[config.mk]
export PLATFORM = sky130hd
export DESIGN_NAME = tpsm_output_stage
export DESIGN_NICKNAME = d
export VERILOG_FILES = /design/src/tpsm_pkg.sv /design/src/tpsm_output_stage.sv /design/src/tpsm_steer_decode.sv
export SDC_FILE = /design/constraint.sdc
export NUM_CORES = 1
export LEC_CHECK = 0
export BUFFER_PORTS_ARGS = -buffer_cell sky130_fd_sc_hd__buf_2
export CORE_MARGIN = 2
export CORE_UTILIZATION = 42
export DETAILED_ROUTE_END_ITERATION = 16
export PLACE_DENSITY = 0.78
export SLEW_MARGIN = 20
export SYNTH_ARGS = -nofsm -noshare
export SYNTH_HDL_FRONTEND = slang
export SYNTH_SLANG_ARGS = --single-unit
[constraint.sdc]
create_clock -name core_clk -period 3.9 [get_ports core_clk]
set_clock_uncertainty 0.15 [all_clocks]
set_input_delay 0.195 -clock core_clk [delete_from_list [all_inputs] [get_ports core_clk]]
set_output_delay 0.195 -clock core_clk [all_outputs]
set_load 0.02 [all_outputs]
[src/tpsm_pkg.sv]
// package for the three-phase steering output stage and time-base interrupt control
// assumes a 25 MHz core clock and an APB register bus
package tpsm_pkg;
    // register byte addresses
    localparam logic [7:0] TPSM_OFS_IRQ_CTRL  = 8'h00;
    localparam logic [7:0] TPSM_OFS_STEER     = 8'h04;
    localparam logic [7:0] TPSM_OFS_MOD_CTRL  = 8'h08;
    localparam logic [7:0] TPSM_OFS_STATUS    = 8'h0c;
    // time_base_irq_control fields
    localparam int TPSM_BIT_OV_IE  = 7;
    localparam int TPSM_BIT_PH_IE  = 6;
    localparam int TPSM_BIT_DC_IE  = 5;
    localparam int TPSM_BIT_PR_IE  = 4;
    localparam int TPSM_BIT_OV_IF  = 3;
    localparam int TPSM_BIT_PH_IF  = 2;
    localparam int TPSM_BIT_DC_IF  = 1;
    localparam int TPSM_BIT_PR_IF  = 0;
    // modulation control fields: mode in [7:4], low-side enable, high-side enable
    localparam int TPSM_BIT_LS_MEN = 1;
    localparam int TPSM_BIT_HS_MEN = 0;
    localparam int TPSM_MODE_LSB   = 4;
    localparam logic [3:0] TPSM_MODE_STEER3 = 4'hc;
    // reset values
    localparam logic [7:0] TPSM_RST_IRQ_CTRL = 8'h00;
    localparam logic [5:0] TPSM_RST_STEER    = 6'h00;
    localparam logic [7:0] TPSM_RST_MOD_CTRL = 8'h00;
    // combinations driven high per steering bit {f,e,d,c,b,a}
    localparam logic [5:0] TPSM_COMBO0 = 6'h09; // a and d
    localparam logic [5:0] TPSM_COMBO1 = 6'h21; // a and f
    localparam logic [5:0] TPSM_COMBO2 = 6'h24; // c and f
    localparam logic [5:0] TPSM_COMBO3 = 6'h06; // c and b
    localparam logic [5:0] TPSM_COMBO4 = 6'h12; // e and b
    localparam logic [5:0] TPSM_COMBO5 = 6'h18; // e and d
endpackage : tpsm_pkg

[src/tpsm_output_stage.sv]
// three-phase steering output stage with time-base interrupt control, APB slave
// assumes time-base events are one-cycle pulses on core_clk; modulation signal is
// asynchronous and is synchronised here
// limitation: the modulation pin reaches the outputs three cycles late,
// the price of synchronising it before it gates the steered levels
//
// Local design decisions: the register addresses and the APB register port.
`timescale 1ns/1ns
`default_nettype none
module tpsm_output_stage (
    // clock and reset
    input  wire logic        core_clk,
    input  wire logic        resetn,
    // apb
    input  wire logic        psel,
    input  wire logic        penable,
    input  wire logic        pwrite,
    input  wire logic [7:0]  paddr,
    input  wire logic [31:0] pwdata,
    output logic      [31:0] prdata,
    output logic             pready,
    output logic             pslverr,
    // time-base events
    input  wire logic        overflowEvent,
    input  wire logic        phaseMatch,
    input  wire logic        dutyMatch,
    input  wire logic        periodMatch,
    // modulation and other-mode drive
    input  wire logic        modulation_signal,
    input  wire logic [5:0]  otherModeLevel,
    // outputs
    output logic             out_a,
    output logic             out_b,
    output logic             out_c,
    output logic             out_d,
    output logic             out_e,
    output logic             out_f,
    output logic             irqRequest
);
    import tpsm_pkg::*;

    logic [7:0] time_base_irq_control;
    logic [5:0] steering_control_bits;
    logic [7:0] modCtrl;
    logic [7:0] next_irqCtrl;
    logic [5:0] next_steer;
    logic [7:0] next_modCtrl;
    logic [31:0] next_prdata;
    logic        next_pslverr;
    logic        next_pready;
    logic        modSync1;
    logic        modSync2;
    logic [5:0]  outLevel;
    logic [5:0]  next_outLevel;
    logic        next_irq;
    logic [5:0]  rawLevel;
    logic        wrEn;
    logic        rdEn;
    logic        mapped;
    logic [3:0]  events;
    logic [3:0]  enables;
    logic [3:0]  flags;
    logic        steerMode;
    logic        low_side_mod_enable;
    logic        high_side_mod_enable;

    tpsm_steer_decode u_decode (
        .steerBits (steering_control_bits),
        .rawLevel  (rawLevel)
    );

    assign steerMode            = (modCtrl[TPSM_MODE_LSB +: 4] == TPSM_MODE_STEER3);
    assign low_side_mod_enable  = modCtrl[TPSM_BIT_LS_MEN];
    assign high_side_mod_enable = modCtrl[TPSM_BIT_HS_MEN];
    assign events  = {overflowEvent, phaseMatch, dutyMatch, periodMatch};
    assign enables = time_base_irq_control[TPSM_BIT_OV_IE:TPSM_BIT_PR_IE];
    assign flags   = time_base_irq_control[TPSM_BIT_OV_IF:TPSM_BIT_PR_IF];

    // zero wait-state slave: access phase completes on its first cycle
    // unmapped addresses answer with pslverr; their writes are dropped
    assign wrEn   = psel && penable && pwrite;
    assign rdEn   = psel && !penable && !pwrite;
    assign mapped = (paddr == TPSM_OFS_IRQ_CTRL) || (paddr == TPSM_OFS_STEER)
                 || (paddr == TPSM_OFS_MOD_CTRL) || (paddr == TPSM_OFS_STATUS);

    // register writes; hardware flag set wins over a software clear
    always_comb begin
        next_irqCtrl = time_base_irq_control;
        next_steer   = steering_control_bits;
        next_modCtrl = modCtrl;
        if (wrEn && paddr == TPSM_OFS_IRQ_CTRL) begin
            next_irqCtrl = pwdata[7:0];
        end
        if (wrEn && paddr == TPSM_OFS_STEER) begin
            next_steer = pwdata[5:0];
        end
        if (wrEn && paddr == TPSM_OFS_MOD_CTRL) begin
            next_modCtrl = {pwdata[7:4], 2'b00, pwdata[1:0]};
        end
        // flags record every event; enables only gate the request
        next_irqCtrl[TPSM_BIT_OV_IF:TPSM_BIT_PR_IF] =
            next_irqCtrl[TPSM_BIT_OV_IF:TPSM_BIT_PR_IF] | events;
    end

    always_ff @(posedge core_clk) begin
        if (!resetn) begin
            time_base_irq_control <= TPSM_RST_IRQ_CTRL;
            steering_control_bits <= TPSM_RST_STEER;
            modCtrl               <= TPSM_RST_MOD_CTRL;
        end else begin
            time_base_irq_control <= next_irqCtrl;
            steering_control_bits <= next_steer;
            modCtrl               <= next_modCtrl;
        end
    end

    // read data registered in setup so it stands during the access phase
    always_comb begin
        next_prdata  = prdata;
        next_pslverr = 1'b0;
        next_pready  = 1'b0;
        if (rdEn) begin
            unique case (paddr)
                TPSM_OFS_IRQ_CTRL: next_prdata = {24'h000000, time_base_irq_control};
                TPSM_OFS_STEER:    next_prdata = {26'h0000000, steering_control_bits};
                TPSM_OFS_MOD_CTRL: next_prdata = {24'h000000, modCtrl};
                TPSM_OFS_STATUS:   next_prdata = {26'h0000000, outLevel};
                default:           next_prdata = 32'h00000000;
            endcase
        end
        if (psel && !penable) begin
            next_pready  = 1'b1;
            next_pslverr = !mapped;
        end
    end

    always_ff @(posedge core_clk) begin
        if (!resetn) begin
            prdata  <= 32'h00000000;
            pslverr <= 1'b0;
            pready  <= 1'b0;
        end else begin
            prdata  <= next_prdata;
            pslverr <= next_pslverr;
            pready  <= next_pready;
        end
    end

    // modulation pin is asynchronous: two-stage synchroniser
    always_ff @(posedge core_clk) begin
        if (!resetn) begin
            modSync1 <= 1'b0;
            modSync2 <= 1'b0;
        end else begin
            modSync1 <= modulation_signal;
            modSync2 <= modSync1;
        end
    end

    // output gating; index order {f,e,d,c,b,a}, high side a,c,e at even bits
    always_comb begin
        next_outLevel = otherModeLevel;
        if (steerMode) begin
            for (int i = 0; i < 6; i++) begin
                if (i % 2 == 0) begin
                    next_outLevel[i] = rawLevel[i] & (modSync2 | !high_side_mod_enable);
                end else begin
                    next_outLevel[i] = rawLevel[i] & (modSync2 | !low_side_mod_enable);
                end
            end
        end
        next_irq = |(flags & enables);
    end

    always_ff @(posedge core_clk) begin
        if (!resetn) begin
            outLevel   <= 6'h00;
            irqRequest <= 1'b0;
        end else begin
            outLevel   <= next_outLevel;
            irqRequest <= next_irq;
        end
    end

    assign out_a = outLevel[0];
    assign out_b = outLevel[1];
    assign out_c = outLevel[2];
    assign out_d = outLevel[3];
    assign out_e = outLevel[4];
    assign out_f = outLevel[5];

    // assertions: one clock, all of them idle while reset is low

    // low side, b d f at the odd bits
    a_low_side_mod: assert property (@(posedge core_clk) disable iff (!resetn)
        steerMode && low_side_mod_enable && !modSync2 |=> !out_b && !out_d && !out_f)
        else $error("low side not gated by modulation");

    a_low_side_follow: assert property (@(posedge core_clk) disable iff (!resetn)
        steerMode && low_side_mod_enable && modSync2
        |=> {out_f, out_d, out_b} == $past({rawLevel[5], rawLevel[3], rawLevel[1]}))
        else $error("low side not following steering when modulation high");

    a_low_side_direct: assert property (@(posedge core_clk) disable iff (!resetn)
        steerMode && !low_side_mod_enable |=> out_d == $past(rawLevel[3]))
        else $error("low side not driven directly");

    a_low_side_level: assert property (@(posedge core_clk) disable iff (!resetn)
        steerMode && !low_side_mod_enable
        |=> out_b == $past(rawLevel[1]) && out_f == $past(rawLevel[5]))
        else $error("low side level differs from steering");

    // high side, a c e at the even bits
    a_high_side_gate: assert property (@(posedge core_clk) disable iff (!resetn)
        steerMode && high_side_mod_enable && !modSync2 |=> !out_a && !out_c && !out_e)
        else $error("high side not gated by modulation");

    a_high_side_mod: assert property (@(posedge core_clk) disable iff (!resetn)
        steerMode && high_side_mod_enable && modSync2 |=> out_a == $past(rawLevel[0]))
        else $error("high side not following steering when modulation high");

    a_high_side_direct: assert property (@(posedge core_clk) disable iff (!resetn)
        steerMode && !high_side_mod_enable
        |=> {out_e, out_c, out_a} == $past({rawLevel[4], rawLevel[2], rawLevel[0]}))
        else $error("high side not driven directly");

    a_other_mode_pass: assert property (@(posedge core_clk) disable iff (!resetn)
        !steerMode |=> {out_f, out_e, out_d, out_c, out_b, out_a} == $past(otherModeLevel))
        else $error("enables affected output outside steering mode");

    // steering decode
    a_steer_priority: assert property (@(posedge core_clk) disable iff (!resetn)
        steerMode && !low_side_mod_enable && !high_side_mod_enable
        && steering_control_bits[0] |=> out_a && out_d && !out_f)
        else $error("lowest steering bit did not take precedence");

    a_steer_none: assert property (@(posedge core_clk) disable iff (!resetn)
        steerMode && steering_control_bits == 6'h00 |=> {out_f, out_e, out_d, out_c, out_b, out_a} == 6'h00)
        else $error("outputs high with no steering bit set");

    // flags and request
    a_overflow_sticky: assert property (@(posedge core_clk) disable iff (!resetn)
        overflowEvent |=> time_base_irq_control[TPSM_BIT_OV_IF])
        else $error("overflow flag not set");

    a_overflow_held: assert property (@(posedge core_clk) disable iff (!resetn)
        flags[3] && !(wrEn && paddr == TPSM_OFS_IRQ_CTRL) |=> flags[3])
        else $error("overflow flag lost without a software clear");

    a_phase_flag: assert property (@(posedge core_clk) disable iff (!resetn)
        phaseMatch |=> time_base_irq_control[TPSM_BIT_PH_IF])
        else $error("phase flag not set");

    a_duty_flag: assert property (@(posedge core_clk) disable iff (!resetn)
        dutyMatch |=> time_base_irq_control[TPSM_BIT_DC_IF])
        else $error("duty flag not set");

    a_period_flag: assert property (@(posedge core_clk) disable iff (!resetn)
        periodMatch |=> time_base_irq_control[TPSM_BIT_PR_IF])
        else $error("period flag not set");

    a_irq_gated: assert property (@(posedge core_clk) disable iff (!resetn)
        (flags & enables) == 4'h0 |=> !irqRequest)
        else $error("interrupt raised by disabled flag");

    a_irq_raised: assert property (@(posedge core_clk) disable iff (!resetn)
        flags[3] && enables[3] |=> irqRequest)
        else $error("interrupt missing for enabled flag");

    a_irq_any: assert property (@(posedge core_clk) disable iff (!resetn)
        (flags & enables) != 4'h0 |=> irqRequest)
        else $error("interrupt missing for an enabled flag");

    // register bus, no wait states
    a_apb_ready_pulse: assert property (@(posedge core_clk) disable iff (!resetn)
        pready |=> !pready)
        else $error("ready held longer than one cycle");

    a_apb_unmapped: assert property (@(posedge core_clk) disable iff (!resetn)
        psel && !penable && !mapped |=> pready && pslverr)
        else $error("unmapped address answered without error");

    a_apb_mapped: assert property (@(posedge core_clk) disable iff (!resetn)
        psel && !penable && mapped |=> pready && !pslverr)
        else $error("mapped address answered with error");

    // main scenarios
    c_steer_mod: cover property (@(posedge core_clk) disable iff (!resetn)
        steerMode && high_side_mod_enable && out_a);
    c_irq: cover property (@(posedge core_clk) disable iff (!resetn) irqRequest);
    c_flag_clear: cover property (@(posedge core_clk) disable iff (!resetn)
        flags[2] ##1 !flags[2]);
    c_low_mod: cover property (@(posedge core_clk) disable iff (!resetn)
        steerMode && low_side_mod_enable && modSync2 && out_b);
    c_set_wins: cover property (@(posedge core_clk) disable iff (!resetn)
        overflowEvent && wrEn && paddr == TPSM_OFS_IRQ_CTRL
        && !pwdata[TPSM_BIT_OV_IF]);
endmodule : tpsm_output_stage
`default_nettype wire

[src/tpsm_steer_decode.sv]
// decodes steering bits into the six raw output levels
// assumes steering bits come from a register on the same clock
`timescale 1ns/1ns
`default_nettype none
module tpsm_steer_decode (
    // steering
    input  wire logic [5:0] steerBits,
    // raw levels {f,e,d,c,b,a}
    output logic      [5:0] rawLevel
);
    import tpsm_pkg::*;
    always_comb begin
        // lowest set bit wins
        if (steerBits[0]) begin
            rawLevel = TPSM_COMBO0;
        end else if (steerBits[1]) begin
            rawLevel = TPSM_COMBO1;
        end else if (steerBits[2]) begin
            rawLevel = TPSM_COMBO2;
        end else if (steerBits[3]) begin
            rawLevel = TPSM_COMBO3;
        end else if (steerBits[4]) begin
            rawLevel = TPSM_COMBO4;
        end else if (steerBits[5]) begin
            rawLevel = TPSM_COMBO5;
        end else begin
            rawLevel = 6'h00;
        end
    end
endmodule : tpsm_steer_decode
`default_nettype wire

## After elaboration in Yosys (flattened, before gate mapping)

Index checks and enable logic that the tools add are counted.

- Input port bits: 56
- Logic and storage cells: 53
- Flip-flop bits (word level): 63

- Mux-type cells: 10
- Reductions and logical operators: 18
- Equal/unequal tests: 4
- Bitwise gates (word level): 10

Operator list:

| cell | number |
|---|---|
| $mux 6 | 6 |
| $pmux 8 s4 | 1 |
| $eq 8x4->1 const B | 2 |
| $eq 8x3->1 const B | 1 |
| $logic_not 8->1 | 1 |
| $logic_and 1x1->1 | 7 |
| $and 1x1->1 | 6 |
| $logic_not 1->1 | 5 |
| $mux 5 | 1 |
| $and 4x4->4 | 1 |
| $eq 4x4->1 const B | 1 |
| $mux 4 | 1 |
| $or 4x4->4 | 1 |
| $reduce_or 4->1 | 1 |
| $logic_or 1x1->1 | 3 |
| $or 1x1->1 | 2 |
| $reduce_and 2->1 | 1 |
| $mux 1 | 1 |

## Logic depth before layout (Yosys ltp)

Gate-level depths: netlist of run 1.

- Depth in word-level cells: 8
- Mapped depth: 5
- Gate-level depth less buffers: 4

## Cells and area by module

From an unflattened synthesis of run 1, not the netlist that was laid out.

- Cell total of the unflattened synthesis: 203
- Area total of the unflattened synthesis: 1931.9 µm²

By module, submodules not included:

| module | area each (µm²) | cells each | instances |
|---|---|---|---|
| tpsm_output_stage | 1861.8 | 192 | 1 |
| tpsm_steer_decode | 70.1 | 11 | 1 |

## Worst setup path after synthesis of run 1

OpenSTA, ideal clock, no wires.

- Kind: input-to-reg
- Start point: in paddr[1]
- End point: reg modCtrl[0]
- Buffers on the path: 1
- Cell stages on the path: 5
- Arrival: 1.370 ns
- Setup slack: 2.308 ns
- Cell sequence: or4_4 -> nor4_4 -> and3_1 -> buf_6 -> mux2i_1

- Longest elaborated chain between the ends: 2

Ends and longest elaborated chain:

| element | RTL line | source |
|---|---|---|
| from (decl) | tpsm_output_stage.sv:18 | `input wire logic [7:0] paddr,` |
| $eq 8x4->1 | tpsm_output_stage.sv:97 | `if (wrEn && paddr == TPSM_OFS_MOD_CTRL) begin` |
| $logic_and 1x1->1 | tpsm_output_stage.sv:97 |  |
| to (signal assigned) | tpsm_output_stage.sv:113 | `modCtrl <= next_modCtrl;` |
| to (decl) | tpsm_output_stage.sv:44 | `logic [7:0] modCtrl;` |

Every way passes these cells.
A chain may end at the register's enable or synchronous reset.

## Worst setup path after layout of run 1

- Start point: in penable
- End point: reg time_base_irq_control[0]

- Longest elaborated chain between the ends: 5

Ends and longest elaborated chain:

| element | RTL line | source |
|---|---|---|
| from (decl) | tpsm_output_stage.sv:16 | `input wire logic penable,` |
| $logic_and 1x1->1 (2 in series) | tpsm_output_stage.sv:81 | `assign wrEn = psel && penable && pwrite;` |
| $logic_and 1x1->1 | tpsm_output_stage.sv:91 | `if (wrEn && paddr == TPSM_OFS_IRQ_CTRL) begin` |
| $mux 4 | tpsm_output_stage.sv:91 |  |
| $or 4x4->4 | tpsm_output_stage.sv:102 | `next_irqCtrl[TPSM_BIT_OV_IF:TPSM_BIT_PR_IF] \| events;` |
| to (signal assigned) | tpsm_output_stage.sv:111 | `time_base_irq_control <= next_irqCtrl;` |
| to (decl) | tpsm_output_stage.sv:42 | `logic [7:0] time_base_irq_control;` |

Every way passes these cells.

==> results.md, run 1 <==
- Int Pwr: about 560 uW
- Cell variety after synth: 38
- Max Buffers Root-to-Sink: 2
- Status: finished clean
- Chip Width: between 70 and 80 um
- Largest net degree at the start of global routing: 36
- Post-CTS resize count: 0
- Combinational share of power: 11.7%
- Relative slew slack: 58.63%
- Worst-margin pin slew: 0.6173 ns
- # fillers: around 440
- Sw Share: 26.57%
- Final Hold Viols: 0
- Routed Antenna Nets: 0
- Per-cell routed wire length: 14.05 um
- Die Span Y: 70.78 um
- Initial drt markers: 125
- CP startpoint: penable
- Via count: ~1,600
- Root buf cell: clkbuf_8
- Worst VDD drop: 0.1655 mV
- Via-per-instance ratio: 5.228
- Setup TNS: 0 ns
- DIE AREA: 5010 sq um
- Hold Crit Depth: 3
- Hold Path Class: input pin to flop
- Post-CTS Hold Fix Bufs: 6
- Grt total ovfl: 0
- CORE AREA: about 4300 sq um
- RSZ-0062 raised after global routing: false
- Worst Setup End Kind: flop
- Ports: 97
- Critical path arrival: 1.98 ns
- CTS clk-pin slew, worst paths: roughly 0.07 ns
- First-pass GRT wire length: around 6.9 mm
- Critical register-to-register path startpoint: modCtrl[5]$_SDFFE_PN0P_
- CTS tree: yes
- Clk_lat worst skew: 0.29 ns
- Critical Path RT: 3.89 ns
- Cell Area, Synth: 1873 sq um
- Synth cell count leaders: dfxtp_1, buf_4, nand2_1
- Hpwl dp: 3.112 mm
- Clk sinks: 39
- Util after Layout: 50.00%
- Routed WL: 4.242 mm
- P_sw: 202.4 uW
- Final worst-path cycle share: 50.99%
- Share of cells above drive strength 1: a little over a quarter
- Initial Utilization: between 40% and 50%
- Total GRT Usage: around 18%
- Ys async rst share: 0%
- Cell accounting for the most synthesized area: dfxtp_1
- Hold Crit Start: otherModeLevel[4]
- Dpl cell area: between 2000 and 2500 sq um
- Count leader, synth: dfxtp_1
- Global placer's final weighted congestion: 0.8868
- Setup-failing EPs final: 0
- Max H-tree Level: 2
- Final Max Tran Viols: 0
- Clk pwr share: 34.4%
- Critical Path End: time_base_irq_control[0]$_SDFF_PN0_
- P per Cell Area: between 300 and 400 nW/um^2
- DRT Pass-1 Iters: 4
- Mapped Cells: 202
- Ys Warns: 0
- Number of synthesized flops with an enable pin: 0
- Max Freq: about 500 MHz
- Path depth of the worst reg2reg path: 4
- I/O Buffers: 48
- Layout Nets: 305
- Number of max-cap violations: 0
- Area grow syn2layout: 15.43%
- Top cells by area, synth: dfxtp_1, buf_4, mux4_2
- Worst reg2reg endpoint: outLevel[1]$_SDFF_PN0_
- Num CTS Buffers: 5
- Final Cell Area: 2162 sq um
- DRC violations left: 0
- Worst-path fanout max: 16
- CP startpoint kind: input pin
- P_leak: 0.0009257 uW
- Rows: 24
- Sequential Power Share: 54.0%
- # Post-CTS Setup Buffers: 0
- Vias in the first global route: 1,446
- Synth Flop Type: dfxtp_1
- Min cycle time layout: 1.989 ns
- Top cell type's share of synthesized area: 41.68%
- Worst Setup Path Type: input pin to flop
- Post-synthesis sequential area ratio: a little over two fifths
- #FFs+latches synth: 39
- Diodes inserted: 0
- Flop-to-flop setup slack: approximately 2.3 ns
- Antenna violations before repair: 0
- Syn_area_per_cell: between 9 and 10 sq um
[metrics by stage]
stage	setup WS (ns)	total power, uW	instances	hold slack [ns]
after floorplan	2.308	493.4	225	0.1300
after global placement	1.944	503.2	288	0.2534
after detailed placement	1.931	504.3	288	0.2595
after CTS	1.916	763.6	302	0.01311
after global routing	1.773	798.5	302	0.01166
final	1.912	761.9	302	0.01631
[cells by family after synthesis]
kind of cell / count (synthesis) / share of synthesized area, %
other: 1 / 0.2002
muxes: 14 / 10.42
DFF: 39 / 41.68
buffers and inverters: 38 / 13.36
and+or+nand+nor: 75 / 21.58
AOI/OAI and AO/OA: 35 / 12.76
[flip-flops by register name, indices dropped and copies added (netlist names)]
name,flops
modCtrl,6
modSync1,1
time_base_irq_control,8
modSync2,1
irqRequest,1
pready,1
steering_control_bits,6
prdata,8
pslverr,1
outLevel,6
[power by group through the flow]
stage / Combinational [uW] / Clock (uW) / Sequential (uW)
floorplan: 69.3 / 0 / 424
detailed placement: 83.9 / 0 / 420
global route: 97.5 / 289 / 412
finish: 88.9 / 262 / 411
CTS: 88.5 / 264 / 411
global placement: 82.7 / 0 / 421
[critical path, cell delays in order]
cell,delay [ns]
dlygate4sd3_1,0.52
buf_2,0.13
and4b_1,0.22
nand4b_1,0.51
nor3_1,0.33
a211oi_1,0.08
[placed cells by master, fill, tap and decap left out, drive strengths merged, types with 3 or more instances in the layout]
master,n
a22oi,3
and3,3
nor2,15
conb,24
a21oi,7
dfxtp,39
dlygate4sd3,6
clkbuf,5
a211oi,4
a32o,6
mux4,4
nand3,13
clkinv,3
nor4,4
o21ai,10
nand2,18
buf,48
mux2,4
mux2i,6
nor3,7
[worst min path at each step]
stage,to,slack (ns)
floorplan,pready$_SDFF_PN0_,0.13
global placement,modSync1$_SDFF_PN0_,0.25
detailed placement,modSync1$_SDFF_PN0_,0.26
CTS,outLevel[4]$_SDFF_PN0_,0.01
global route,steering_control_bits[2]$_SDFFE_PN0P_,0.01
finish,outLevel[4]$_SDFF_PN0_,0.02
[area by class of cell]
class                      instances  area, sq um  area share, %
timing repair buffer              54        300.3          13.89
inverter                           1        3.754         0.1736
tap                               52        65.06          3.009
sequential                        39        780.7          36.11
clock buffer                       5        68.82          3.183
clock inverter                     3        15.01         0.6944
multi-input combinational        148        928.4          42.94
[layer usage]
layer	vias up	global-route usage [%]	share of wire (%)
met2	57	29.08	51
met1	745	22.73	41
met4	0	6.499	1.1
met3	7	4.131	7.0
met5	-	0	0
li1	770	-	-
Power figures use the tool's default switching activity.
==> run 2, diff against run 1 <==
Settings changed: ABC_AREA set to 1, CORE_UTILIZATION 42 to 41.
Clock period 3.9 ns to 1.6 ns, I/O delays scaled along.
==> run 2 against run 1 <==
Wire length increased by 9.2%. Final area is 17% higher. Sequential power rose by 140%. Cell count up 34%. Combinational power rose to 2.8 times the previous value. Sequential share of layout area decreased by 5.3 points. First-iteration DRC count fell by 13%. Synthesized area up 7.0%. Setup slack worse by 1.8 ns. Sequential cell count unchanged. Via count is 18% higher. Critical path type unchanged. Largest power group unchanged. Highest routed layer unchanged.
==> results.md, run 2 <==
- Final worst-path cycle share: 93.38%
- Synth cell count leaders: nand2_1, dfxtp_1, a21oi_1
- Ports: 97
- Leading cell types in the layout, fill and taps excluded: nand2_1, buf_2, dfxtp_1
- Clk_lat worst skew: around 0.30 ns
- Routed WL: ~4.6 mm
- Via count: 1,867
- Top flop regs: prdata (8), time_base_irq_control (8)
- First-pass GRT wire length: 7.555 mm
- Largest net degree at the start of global routing: 20
- Cell variety after synth: 32
- Pwr Total: between 1500 and 2000 uW
- Number of max-cap violations: 0
- Hpwl dp: 3.433 mm
- Sequential Area: 780.7 sq um
- Cell Area, Synth: 2004 sq um
- # Post-CTS Setup Buffers: 0
- Critical Path RT: 1.69 ns
- Final Hold Viols: 0
- Syn_area_per_cell: 7.621 sq um
- Diodes inserted: 0
- Critical path arrival: 1.58 ns
- Ys Warns: 0
- Worst path cell trace: dlygate4sd3_1 -> buf_2 -> nor3_2 -> dlygate4sd3_1
- RSZ-0062 raised after global routing: false
- Rows: 25
- DRT Pass-1 Iters: 5
- Via-per-instance ratio: 4.610
- CP max stage cell: dlygate4sd3_1
- Crit-path max cell delay: 0.57 ns
- Post-synthesis sequential area ratio: 38.95%
- Top cell type's share of synthesized area: 38.95%
- Number of synthesized flops with an enable pin: 0
- Grt total ovfl: 0
- #FFs+latches synth: 39
- Worst-path fanout max: 3
- Count leader, synth: nand2_1
- Multi-input logic area: 989.7 sq um
- CP startpoint kind: input pin
- Antenna violations before repair: 0
- Top cells by area, synth: dfxtp_1, nand2_1, buf_4
- Num CTS Buffers: 5
- Worst Setup End Kind: flop
- Synth Flop Type: dfxtp_1
- DRC violations left: 0
- CORE AREA: 4723 sq um
- Worst VDD drop: ~0.4 mV
- Clk sinks: 39
- Max Buffers Root-to-Sink: 2
- Final Max Tran Viols: 0
- Chip Width: 73.92 um
- Status: finished clean
- P_leak: 0.001228 uW
- Worst Setup Path Type: input pin to flop
- Initial Utilization: 42.44%
- DIE AREA: 5464 sq um
- Most frequent CP cell: dlygate4sd3_1
- CTS clk-pin slew, worst paths: 0.08 ns
- Root buf cell: clkbuf_8
- Per-cell routed wire length: 11.44 um
- Layout Nets: a little under 400
- P per Cell Area: 754.2 nW/um^2
- Global placer's final weighted congestion: approximately 0.9
- Share of cells above drive strength 1: 26.04%
- Max H-tree Level: 2
- Setup TNS: 0 ns
- Vias in the first global route: 1,692
- CTS tree: yes
- Hold Path Class: input pin to flop
- Cell accounting for the most synthesized area: dfxtp_1
- Initial drt markers: 109
- Mapped Cells: roughly 260
- Max Freq: 669.3 MHz
- Setup-failing EPs final: 0
- Most common cell after layout, fill and taps aside: nand2_1
- Total GRT Usage: 18.07%
- # fillers: between 400 and 500
- Ys async rst share: 0%
- Area grow syn2layout: 26.34%
- Routed Antenna Nets: 0
- I/O Buffers: 48
- Min cycle time layout: 1.494 ns
- Die Span Y: 73.92 um
-- run 2: changes by cell type after synthesis, moves of 7 or more --
cell / delta
clkbuf_1: -7
o21ai_0: +7
nand2_1: +32
a21oi_1: +28
inv_1: +22
-- run 2: cell type report --
class                      instances  area share (%)
timing repair buffer              74           19.27
multi-input combinational        190           39.08
tap                               67           3.310
clock inverter                     2          0.4941
clock buffer                       6           2.866
sequential                        39           30.83
inverter                          27           4.150
-- run 2: worst max-delay path, delay by kind of cell --
kind	cells	cell delay, ns
buffers and inverters	3	1.28
and+or+nand+nor	1	0.23
-- run 2: power by group --
| group | switching, uW | leakage [uW] | internal, uW |
|---|---|---|---|
| Sequential | 13.6 | 0.000318 | 990 |
| Combinational | 156 | 0.000869 | 96.4 |
| Clock | 350 | 0.0000412 | 305 |
-- run 2: layer usage --
| layer | global-route usage (%) | wire length, um |
|---|---|---|
| met1 | 21.68 | 1985 |
| met2 | 30.65 | 2303 |
| met3 | 4.115 | 236 |
| met4 | 8.283 | 108 |
| met5 | 0 | 0 |
-- run 2: final timing paths --
| check | slack (ns) | end | startpoint | cells after the start |
|---|---|---|---|---|
| setup / recovery | 0.11 | pready$_SDFF_PN0_ | penable | 4 |
| setup reg to reg | 0.11 | outLevel[1]$_SDFF_PN0_ | modCtrl[4]$_SDFFE_PN0P_ | 5 |
| hold / removal | 0.01 | prdata[0]$_SDFFE_PN0P_ | pwrite | 4 |
| hold reg to reg | 0.27 | modSync2$_SDFF_PN0_ | modSync1$_SDFF_PN0_ | 2 |
-- run 2: repair_timing --
item | CTS | global route
gates resized for setup | 0 | 2
hold buffers | 21 | 0
setup endpoints to repair | 0 | 3
endpoints found under the hold margin | 28 | 0
-- run 2: per-stage QoR --
stage	cell area, sq um	util [%]	instances	hold WS [ns]	setup slack [ns]
global placement	2226	47.13	376	0.1183	0.2357
CTS	2521	53.38	405	0.01065	0.07921
floorplan	2091	-	286	0.02264	0.4067
global route	2532	53.62	405	0.03016	0.01112
detailed placement	2226	47.13	376	0.1225	0.1692
finish	2532	53.62	405	0.01384	0.1059
-- run 2: cell families after synthesis --
family | count (synthesis) | synth area share [%]
simple gates | 98 | 25.41
compound gates | 68 | 18.91
buf+inv | 57 | 16.54
flops | 39 | 38.95
other cells | 1 | 0.1871
